**src/sqm_regs.svh**
```systemverilog
// Register offsets, field positions, reset values and fixed-point layout
`ifndef SQM_REGS_SVH
`define SQM_REGS_SVH

`define SQM_CTRL_OFS 4'h0
`define SQM_STAT_OFS 4'h4
`define SQM_CNT_OFS 4'h8
`define SQM_CTRL_EN_BIT 0
`define SQM_STAT_BUSY_BIT 0
`define SQM_STAT_PEND_BIT 1
`define SQM_CTRL_RST 1'b1
`define SQM_FRAC_BITS 8
`define SQM_EXP_BIAS 8'h7f
`define SQM_LOD_FLOOR 16'h8000
`define SQM_ALL_CHAN 4'hf
`define SQM_RED_GREEN 4'h3

`endif

```
**src/sqm_pkg.sv**
```systemverilog
// Types shared by the surface query message block
package sqm_pkg;

    typedef enum logic [1:0] {
        msg_sample_count,
        msg_detail_level,
        msg_surface_size
    } sqm_msg_t;

    typedef enum logic [2:0] {
        surface_kind_linear,
        surface_kind_planar,
        surface_kind_volume,
        surface_kind_cube,
        surface_kind_none
    } sqm_surf_t;

    typedef enum logic [1:0] {
        st_idle,
        st_calc,
        st_resp
    } sqm_state_t;

endpackage

```
**src/sqm_fix2flt.sv**
```systemverilog
// Signed 8.8 fixed point to single precision float converter
`timescale 1ns/1ps
`include "sqm_regs.svh"

module sqm_fix2flt (
    input wire logic [15:0] fix_val,
    output logic [31:0] flt_val
);

    logic [16:0] mag;
    logic [4:0] lead;
    logic [39:0] shifted;
    logic [7:0] expo;

    always_comb begin
        mag = fix_val[15] ? 17'(~{fix_val[15], fix_val} + 17'h1) : {1'b0, fix_val};
        lead = 5'h0;
        for (int i = 0; i < 17; i++) begin
            if (mag[i]) begin
                lead = 5'(i);
            end
        end
        shifted = {mag, 23'h0} >> lead;
        expo = 8'(`SQM_EXP_BIAS + {3'h0, lead} - 8'(`SQM_FRAC_BITS));
        if (mag == 17'h0) begin
            flt_val = 32'h0;
        end else begin
            flt_val = {fix_val[15], expo, shifted[22:0]};
        end
    end

endmodule

```
**src/sqm_core.sv**
```systemverilog
// Surface query message engine: sample count, detail level, surface size
// Notes on behaviour
// - Sample count red, palette alpha, no sampling
// - Alpha returns palette index plus one
// - Detail level: clamped red, unclamped green, floats
// - Detail level blue, alpha undefined, maskable
// - Gradients from neighbours; three coordinates, extras ignored
// - Size query returns dimensions and mip count
// - 1D/2D depth is slices, else 1
// - Level parameter unsigned, scales width/height/depth
// - Out-of-range level gives zero red/green/blue
// - Size query ignores sampler pointer and index
`timescale 1ns/1ps
`include "sqm_regs.svh"

module sqm_core
    import sqm_pkg::*;
#(
    parameter int DIM_W = 14,
    parameter int COORD_W = 24
) (
    input wire logic mclk,
    input wire logic nrst,
    // Avalon-MM slave
    input wire logic [3:0] avs_address,
    input wire logic avs_read,
    input wire logic avs_write,
    input wire logic [31:0] avs_writedata,
    input wire logic [3:0] avs_byteenable,
    output logic [31:0] avs_readdata,
    output logic avs_waitrequest,
    // Query message from the shader unit
    input wire logic msg_valid,
    output logic msg_ready,
    input wire sqm_msg_t msg_kind,
    input wire sqm_surf_t surf_kind,
    input wire logic surf_array,
    input wire logic [DIM_W-1:0] surf_width,
    input wire logic [DIM_W-1:0] surf_height,
    input wire logic [DIM_W-1:0] surf_depth,
    input wire logic [3:0] surf_mip_count,
    input wire logic [31:0] surf_samples,
    input wire logic [31:0] surf_palette,
    input wire logic [31:0] msg_level,
    input wire logic [3:0] msg_chan_mask,
    input wire logic [15:0] smp_min_lod,
    input wire logic [15:0] smp_max_lod,
    input wire logic [3*COORD_W-1:0] crd_here,
    input wire logic [3*COORD_W-1:0] crd_right,
    input wire logic [3*COORD_W-1:0] crd_below,
    // Returned channels
    output logic rsp_valid,
    input wire logic rsp_ready,
    output logic [31:0] rsp_red,
    output logic [31:0] rsp_green,
    output logic [31:0] rsp_blue,
    output logic [31:0] rsp_alpha,
    output logic [3:0] rsp_mask
);

    // ------------------------------------------------------------
    // Register bus
    // ------------------------------------------------------------
    logic en_reg, en_next;
    logic wait_reg, wait_next;
    logic [31:0] rdata_reg, rdata_next;
    logic [31:0] cnt_reg, cnt_next;
    sqm_state_t state_reg, state_next;
    logic rsp_valid_reg;

    always_comb begin
        en_next = en_reg;
        wait_next = wait_reg;
        rdata_next = rdata_reg;
        if ((avs_read || avs_write) && wait_reg) begin
            wait_next = 1'b0;
            rdata_next = 32'h0;
            if (avs_read) begin
                if (avs_address == `SQM_CTRL_OFS) begin
                    rdata_next[`SQM_CTRL_EN_BIT] = en_reg;
                end else if (avs_address == `SQM_STAT_OFS) begin
                    rdata_next[`SQM_STAT_BUSY_BIT] = (state_reg != st_idle);
                    rdata_next[`SQM_STAT_PEND_BIT] = rsp_valid_reg;
                end else if (avs_address == `SQM_CNT_OFS) begin
                    rdata_next = cnt_reg;
                end
            end
        end else if (!wait_reg) begin
            wait_next = 1'b1;
            if (avs_write && avs_address == `SQM_CTRL_OFS && avs_byteenable[0]) begin
                en_next = avs_writedata[`SQM_CTRL_EN_BIT];
            end
        end
    end

    always_ff @(posedge mclk or negedge nrst) begin
        if (!nrst) begin
            en_reg <= `SQM_CTRL_RST;
            wait_reg <= 1'b1;
            rdata_reg <= 32'h0;
        end else begin
            en_reg <= en_next;
            wait_reg <= wait_next;
            rdata_reg <= rdata_next;
        end
    end

    assign avs_waitrequest = wait_reg;
    assign avs_readdata = rdata_reg;

    // ------------------------------------------------------------
    // Detail level from neighbour gradients
    // ------------------------------------------------------------
    logic [COORD_W-1:0] grad_max;
    logic [COORD_W-1:0] diff_x, diff_y;
    logic [1:0] axes;
    logic [4:0] lead;
    logic [COORD_W+7:0] frac_sh;
    logic [15:0] lod_raw;
    logic [15:0] lod_clamp;
    logic [31:0] flt_raw, flt_clamp;

    always_comb begin
        grad_max = '0;
        diff_x = '0;
        diff_y = '0;
        case (surf_kind)
            surface_kind_linear: axes = 2'h1;
            surface_kind_volume: axes = 2'h3;
            default: axes = 2'h2;
        endcase
        // Only axes the surface needs count; the rest are ignored
        for (int a = 0; a < 3; a++) begin
            if (a < int'(axes)) begin
                diff_x = (crd_right[a*COORD_W +: COORD_W] > crd_here[a*COORD_W +: COORD_W])
                    ? crd_right[a*COORD_W +: COORD_W] - crd_here[a*COORD_W +: COORD_W]
                    : crd_here[a*COORD_W +: COORD_W] - crd_right[a*COORD_W +: COORD_W];
                diff_y = (crd_below[a*COORD_W +: COORD_W] > crd_here[a*COORD_W +: COORD_W])
                    ? crd_below[a*COORD_W +: COORD_W] - crd_here[a*COORD_W +: COORD_W]
                    : crd_here[a*COORD_W +: COORD_W] - crd_below[a*COORD_W +: COORD_W];
                if (diff_x > grad_max) begin
                    grad_max = diff_x;
                end
                if (diff_y > grad_max) begin
                    grad_max = diff_y;
                end
            end
        end
        lead = 5'h0;
        for (int i = 0; i < COORD_W; i++) begin
            if (grad_max[i]) begin
                lead = 5'(i);
            end
        end
        frac_sh = {grad_max, 8'h0} >> lead;
        // Approximate log2 of the largest gradient
        if (grad_max == '0) begin
            lod_raw = `SQM_LOD_FLOOR;
        end else begin
            lod_raw = {8'({3'h0, lead} - 8'(`SQM_FRAC_BITS)), frac_sh[7:0]};
        end
        lod_clamp = lod_raw;
        if ($signed(lod_clamp) < $signed(smp_min_lod)) begin
            lod_clamp = smp_min_lod;
        end
        if ($signed(lod_clamp) > $signed(smp_max_lod)) begin
            lod_clamp = smp_max_lod;
        end
    end

    sqm_fix2flt u_flt_clamp (
        .fix_val(lod_clamp),
        .flt_val(flt_clamp)
    );

    sqm_fix2flt u_flt_raw (
        .fix_val(lod_raw),
        .flt_val(flt_raw)
    );

    // ------------------------------------------------------------
    // Surface size and channel selection
    // ------------------------------------------------------------
    logic [31:0] w_lvl, h_lvl, d_lvl, slices;
    logic lvl_ok;
    logic [31:0] red_c, green_c, blue_c, alpha_c;
    logic [3:0] mask_c;

    always_comb begin
        // Level taken as unsigned 32 bits; negatives land out of range
        lvl_ok = msg_level < {28'h0, surf_mip_count};
        w_lvl = 32'({18'h0, surf_width} + 32'h1) >> msg_level[4:0];
        h_lvl = 32'({18'h0, surf_height} + 32'h1) >> msg_level[4:0];
        d_lvl = 32'({18'h0, surf_depth} + 32'h1) >> msg_level[4:0];
        slices = surf_array ? 32'({18'h0, surf_depth} + 32'h1) : 32'h1;
        red_c = 32'h0;
        green_c = 32'h0;
        blue_c = 32'h0;
        alpha_c = 32'h0;
        mask_c = `SQM_ALL_CHAN;
        case (msg_kind)
            msg_sample_count: begin
                // Surface not sampled, sampler state unused
                red_c = surf_samples;
                alpha_c = 32'(surf_palette + 32'h1);
            end
            msg_detail_level: begin
                red_c = flt_clamp;
                green_c = flt_raw;
                // Blue and alpha carry no value and may be masked off
                mask_c = `SQM_RED_GREEN | msg_chan_mask;
            end
            default: begin
                // Sampler pointer and index play no part here
                alpha_c = {28'h0, surf_mip_count};
                case (surf_kind)
                    surface_kind_linear: begin
                        red_c = w_lvl;
                        green_c = slices;
                    end
                    surface_kind_planar: begin
                        red_c = w_lvl;
                        green_c = h_lvl;
                        blue_c = slices;
                    end
                    surface_kind_volume: begin
                        red_c = w_lvl;
                        green_c = h_lvl;
                        blue_c = d_lvl;
                    end
                    surface_kind_cube: begin
                        red_c = w_lvl;
                        green_c = h_lvl;
                        blue_c = surf_array ? slices : 32'h0;
                    end
                    default: begin
                        alpha_c = 32'h0;
                    end
                endcase
                if (!lvl_ok) begin
                    red_c = 32'h0;
                    green_c = 32'h0;
                    blue_c = 32'h0;
                end
            end
        endcase
    end

    // ------------------------------------------------------------
    // Message sequencing
    // ------------------------------------------------------------
    logic msg_ready_reg, msg_ready_next;
    logic rsp_valid_next;
    logic [31:0] red_reg, red_next, green_reg, green_next;
    logic [31:0] blue_reg, blue_next, alpha_reg, alpha_next;
    logic [3:0] mask_reg, mask_next;

    always_comb begin
        state_next = state_reg;
        rsp_valid_next = rsp_valid_reg;
        red_next = red_reg;
        green_next = green_reg;
        blue_next = blue_reg;
        alpha_next = alpha_reg;
        mask_next = mask_reg;
        cnt_next = cnt_reg;
        case (state_reg)
            st_idle: begin
                if (msg_valid && msg_ready_reg) begin
                    state_next = st_calc;
                    red_next = red_c;
                    green_next = green_c;
                    blue_next = blue_c;
                    alpha_next = alpha_c;
                    mask_next = mask_c;
                end
            end
            st_calc: begin
                state_next = st_resp;
                rsp_valid_next = 1'b1;
            end
            default: begin
                if (rsp_ready) begin
                    state_next = st_idle;
                    rsp_valid_next = 1'b0;
                    cnt_next = 32'(cnt_reg + 32'h1);
                end
            end
        endcase
        msg_ready_next = (state_next == st_idle) && en_next;
    end

    always_ff @(posedge mclk or negedge nrst) begin
        if (!nrst) begin
            state_reg <= st_idle;
            msg_ready_reg <= 1'b0;
            rsp_valid_reg <= 1'b0;
            red_reg <= 32'h0;
            green_reg <= 32'h0;
            blue_reg <= 32'h0;
            alpha_reg <= 32'h0;
            mask_reg <= 4'h0;
            cnt_reg <= 32'h0;
        end else begin
            state_reg <= state_next;
            msg_ready_reg <= msg_ready_next;
            rsp_valid_reg <= rsp_valid_next;
            red_reg <= red_next;
            green_reg <= green_next;
            blue_reg <= blue_next;
            alpha_reg <= alpha_next;
            mask_reg <= mask_next;
            cnt_reg <= cnt_next;
        end
    end

    assign msg_ready = msg_ready_reg;
    assign rsp_valid = rsp_valid_reg;
    assign rsp_red = red_reg;
    assign rsp_green = green_reg;
    assign rsp_blue = blue_reg;
    assign rsp_alpha = alpha_reg;
    assign rsp_mask = mask_reg;

endmodule

```
**config.mk**
```make
export PLATFORM = sky130hd
export DESIGN_NAME = sqm_core
export DESIGN_NICKNAME = d
export VERILOG_FILES = /design/src/sqm_pkg.sv /design/src/sqm_fix2flt.sv /design/src/sqm_core.sv
export VERILOG_INCLUDE_DIRS = /design/src
export SDC_FILE = /design/constraint.sdc
export NUM_CORES = 2
export LEC_CHECK = 0
export ABC_CLOCK_PERIOD_IN_PS = 2400
export BUFFER_PORTS_ARGS = -buffer_cell sky130_fd_sc_hd__buf_2
export CORE_ASPECT_RATIO = 1.25
export CORE_UTILIZATION = 50
export DETAILED_ROUTE_END_ITERATION = 7
export HOLD_SLACK_MARGIN = 0.03
export PLACE_DENSITY = 0.83
export SLEW_MARGIN = 20
export SYNTH_ARGS = -nofsm -noshare
export SYNTH_HDL_FRONTEND = slang
export SYNTH_SLANG_ARGS = --single-unit
export TNS_END_PERCENT = 30
```
**constraint.sdc**
```tcl
create_clock -name mclk -period 2.4 [get_ports mclk]
set_input_delay 0.48 -clock mclk [delete_from_list [all_inputs] [get_ports mclk]]
set_output_delay 0.48 -clock mclk [all_outputs]
set_load 0.03 [all_outputs]
```
==> out/metrics.yaml, run 1 <==
floorplan:
  die_y_um: 300.5
  row_count: 109
  die_w_um: 240.8
  start_util_pct: 50.44
  pin_count: 613
logic_synthesis:
  synth_edf_count: 0
  synthCells: 4837
  yosysWarnings: 0
  async_flop_share_pct: 100.0
  synth.largest_area_cell: "ha_1"
  synth_seq_area_share_pct: 12.93
  synth_seq_cells: 184
  synthFlopType: "dfrtp_1"
  synth.most_common_cell: "ha_1"
  yosys-top-cells-count: "ha_1 (443), nand2_1 (442), inv_1 (393)"
  synth.cell_area_um2: 35640
  netlist_top_cells_area: "ha_1 (16%), dfrtp_1 (13%), a21oi_1 (5.4%)"
  postSynthAreaPerCell_um2: 7.367
  yosys.area.top_type_share_pct: 15.55
  synth.distinct_cells: 131
clocking:
  cts_sinks: 184
  root_buffer: "clkbuf_16"
  htree_levels: 4
  cts_buffer_depth: 3
  cts-buffers-inserted: 25
place:
  pre_cts_slack_ns: -21.02
  routabilityCongestion: 1.161
  hpwlAfterDp_um: 143800
  dpl-instance-area_um2: 51940
  io_buffers: 559
status:
  outcome: "aborted with a tool error"
  stop_error: "[ERROR GRT-0116] Global routing finished with congestion. Check the congestion regions in the DRC Viewer."
  lastStage: "5_1_grt"
grt:
  grt_max_degree: 62
  grt-ovfl-total: 877
  grt_pass1_vias: 67675
  grt_usage_pct: 83.88
  grt_pass1_wl_um: 466200
logic make-up after synthesis:
kind of cell,count (synthesis),synth area share (%)
AOI/OAI and AO/OA,1673,31.62
DFF,184,12.93
xor gates and xnor gates,244,6.018
muxes,221,6.489
and+or+nand+nor,1403,19.16
other,1,0.01052
adders and majority gates,455,16.23
buffers and inverters,656,7.538
per-stage QoR:
stage          utilization [%]  hold WS [ns]  instances
2_1_floorplan                -        0.1844       4853
3_3_place_gp             73.52        0.4454       7788
3_5_place_dp             73.52        0.4636       7788
4_1_cts                  77.96        0.2654       7951
timing repair:
action	in CTS
resized for setup	318
setup endpoints to repair	87
buffers inserted	127
hold buffers	1
hold endpoints to repair	47
pin swaps	160
cloned	4
routing by layer:
metal  overflow  global-route usage [%]
met1         27                   79.71
met2        542                   97.82
met3         27                   75.62
met4        280                   85.41
met5          1                   50.17
==> run 2: changes to the inputs <==
--- a/config.mk
+++ b/config.mk
@@ -8,11 +8,9 @@
 export LEC_CHECK = 0
 export ABC_CLOCK_PERIOD_IN_PS = 2400
 export BUFFER_PORTS_ARGS = -buffer_cell sky130_fd_sc_hd__buf_2
-export CORE_ASPECT_RATIO = 1.25
-export CORE_UTILIZATION = 50
+export CORE_UTILIZATION = 35
 export DETAILED_ROUTE_END_ITERATION = 7
-export HOLD_SLACK_MARGIN = 0.03
-export PLACE_DENSITY = 0.83
+export PLACE_DENSITY_LB_ADDON = 0.15
 export SLEW_MARGIN = 20
 export SYNTH_ARGS = -nofsm -noshare
 export SYNTH_HDL_FRONTEND = slang
==> run 2 against run 1 <==
Against the previous run:
- the flow now finishes, with violations (hold timing, setup timing)
- synthesized cell count stayed put
- synthesized area did not move
==> out/metrics.yaml, run 2 <==
final_layout:
  syn_to_final_growth_pct: 64.03
  multi_input_area_um2: 31340
  fin_cells: 8595
  regArea_um2: 4607
  fin_util_pct: 58.20
  nFillCells: 9476
  layout_commonest_cell: "buf_4"
  final_cell_mix: "buf_4 (1947), buf_2 (553), nand2_1 (423)"
  drive_gt1_share_pct: 44.31
  finalNetCount: 8106
logic_synthesis:
  yosys-top-cells-count: "ha_1 (443), nand2_1 (442), inv_1 (393)"
  synth_seq_area_share_pct: 12.93
  synth.distinct_cells: 131
  synth.cell_area_um2: 35640
  synth.largest_area_cell: "ha_1"
  async_flop_share_pct: 100.0
  synthCells: 4837
  yosysWarnings: 0
  synth.most_common_cell: "ha_1"
  synth_seq_cells: 184
  yosys.area.top_type_share_pct: 15.55
  netlist_top_cells_area: "ha_1 (16%), dfrtp_1 (13%), a21oi_1 (5.4%)"
  synth_edf_count: 0
  postSynthAreaPerCell_um2: 7.367
  synthFlopType: "dfrtp_1"
grt:
  grt_max_degree: 96
  grt_usage_pct: 31.38
  antenna_found_initial: 27
  grt-ovfl-total: 0
  grt_pass1_wl_um: 256000
  grt_pass1_vias: 45239
route:
  wire_per_inst_um: 19.85
  drc: 0
  wl_um: 170700
  viasPerCell: 5.392
  vias: 46340
  drt-pass1-iter-count: 7
  ant_nets: 0
  drt_first_iter_violations: 2977
floorplan:
  core_um2: 100400
  die_w_um: 321.1
  dieArea_um2: 103100
  pin_count: 613
  row_count: 116
  die_y_um: 321.1
  start_util_pct: 35.48
timing:
  worst_pin_slew_ns: 0.8927
  min_period_ns: 21.84
  finalMaxSlewViolations: 0
  final.period_utilization_pct: 910.0
  setup_viol: 58
  finalHoldViolCount: 2
  rsz0062_at_grt: "true"
  hold_ws_ns: -0.002496
  worst_slack_ns: -19.44
  slew_headroom_pct: 39.73
  timing.fmax_mhz: 45.79
  setup_tns_ns: -807.30
  fin_worst_skew_ns: 0.01188
clocking:
  path_clk_slew_ns: 0.08
  cts_hold_buffers: 0
  clk_latency_ns: 0.46
  root_buffer: "clkbuf_16"
  cts_buffer_depth: 2
  htree_levels: 4
  cts-buffers-inserted: 17
  cts_tree: "yes"
  cts_sinks: 184
critical_path:
  crit_path_max_incr_delay_ns: 0.46
  cp-endpoint: "rsp_red[14]"
  worstSetupEndpointType: "register"
  r2r-end: "rsp_red[20]"
  worstSetupStartpointType: "input port"
  reg2reg_from: "state_reg[1]"
  path_class: "input port to register"
  cp_slowest_cell: "or4_4"
  crit_start: "crd_here[4]"
  arrival_ns: 22.17
  reg2reg_depth: 7
  worstPathRequired_ns: 2.74
  path_max_fanout: 9
  r2r_slack_ns: 0.14
  cp_common_cell: "buf_4"
min_path:
  min_path_type: "input port to asynchronous set/reset pin"
status:
  outcome: "finished with violations"
  violations: "hold timing, setup timing"
place:
  place_inst: 8317
  hpwlAfterDp_um: 143500
  routabilityCongestion: 1.031
  io_buffers: 559
flow_run:
  maxCapViolCount: 0
==> run 2: worst min path at each step <==
stage / startpoint / end / slack (ns) / cells past startpoint
finish: nrst / avs_readdata[15] / -0.002 / 1
floorplan: nrst / avs_readdata[0] / 0.18 / 0
detailed placement: rsp_alpha[24] / rsp_alpha[24] / 0.46 / 2
CTS: nrst / avs_readdata[24] / 0.02 / 1
global route: nrst / avs_readdata[15] / 0.04 / 1
global placement: rsp_mask[2] / rsp_mask[2] / 0.45 / 2
==> run 2: routing by layer <==
layer	vias to the layer above	global-route usage [%]	routed length (um)
met5	-	0	109
met3	398	3.790	10270
met2	1661	54.43	81250
met1	21830	38.02	69790
met4	18	15.81	9236
li1	22433	-	-
==> run 2: area by class of cell <==
cell class	instances	share of cell area (%)
Multi-Input combinational cell	4013	53.62
Clock inverter	15	0.2997
Tap cell	1357	2.905
Clock buffer	17	0.7278
Timing Repair Buffer	2586	31.83
Antenna cell	20	0.08562
Sequential cell	184	7.882
Inverter	403	2.652
==> run 2: timing repair <==
item	CTS	global route
pin swaps	176	166
buffers inserted	160	69
gates cloned	4	1
endpoints found under the hold margin	0	0
resized for setup	314	285
setup endpoints to repair	68	80
==> run 2: kinds of logic (layout without fill, tap and decap cells) <==
kind of cell	after synthesis	after routing	synth area share (%)
AOI/OAI and AO/OA	1673	1673	31.62
xor gates and xnor gates	244	244	6.018
adders and majority gates	455	455	16.23
buffers and inverters	656	3021	7.538
DFF	184	184	12.93
muxes	221	221	6.489
other	1	37	0.01052
and+or+nand+nor	1403	1403	19.16
==> run 2: stage by stage <==
step | hold WS, ns | cell area [um2] | setup WS [ns]
floorplan | 0.1844 | 36500 | -19.85
global placement | 0.4549 | 53330 | -20.26
detailed placement | 0.4648 | 53330 | -20.65
CTS | 0.01836 | 56600 | -18.76
global route | 0.03570 | 58440 | -20.41
finish | -0.002496 | 58450 | -19.44
==> run 2: critical path, delay by kind of cell <==
family | cells | cell delay, ns
AO/OA/AOI/OAI | 50 | 8.71
AND/OR/NAND/NOR | 35 | 6.15
buffers and inverters | 24 | 2.99
adder cells (fa/ha/maj) | 8 | 2.21
multiplexers | 6 | 1.33
XOR/XNOR | 1 | 0.24
Power of run 2 is left out: the tool's default activity adds up to more than one toggle a clock period on the data nets, which glitch-free logic cannot reach.
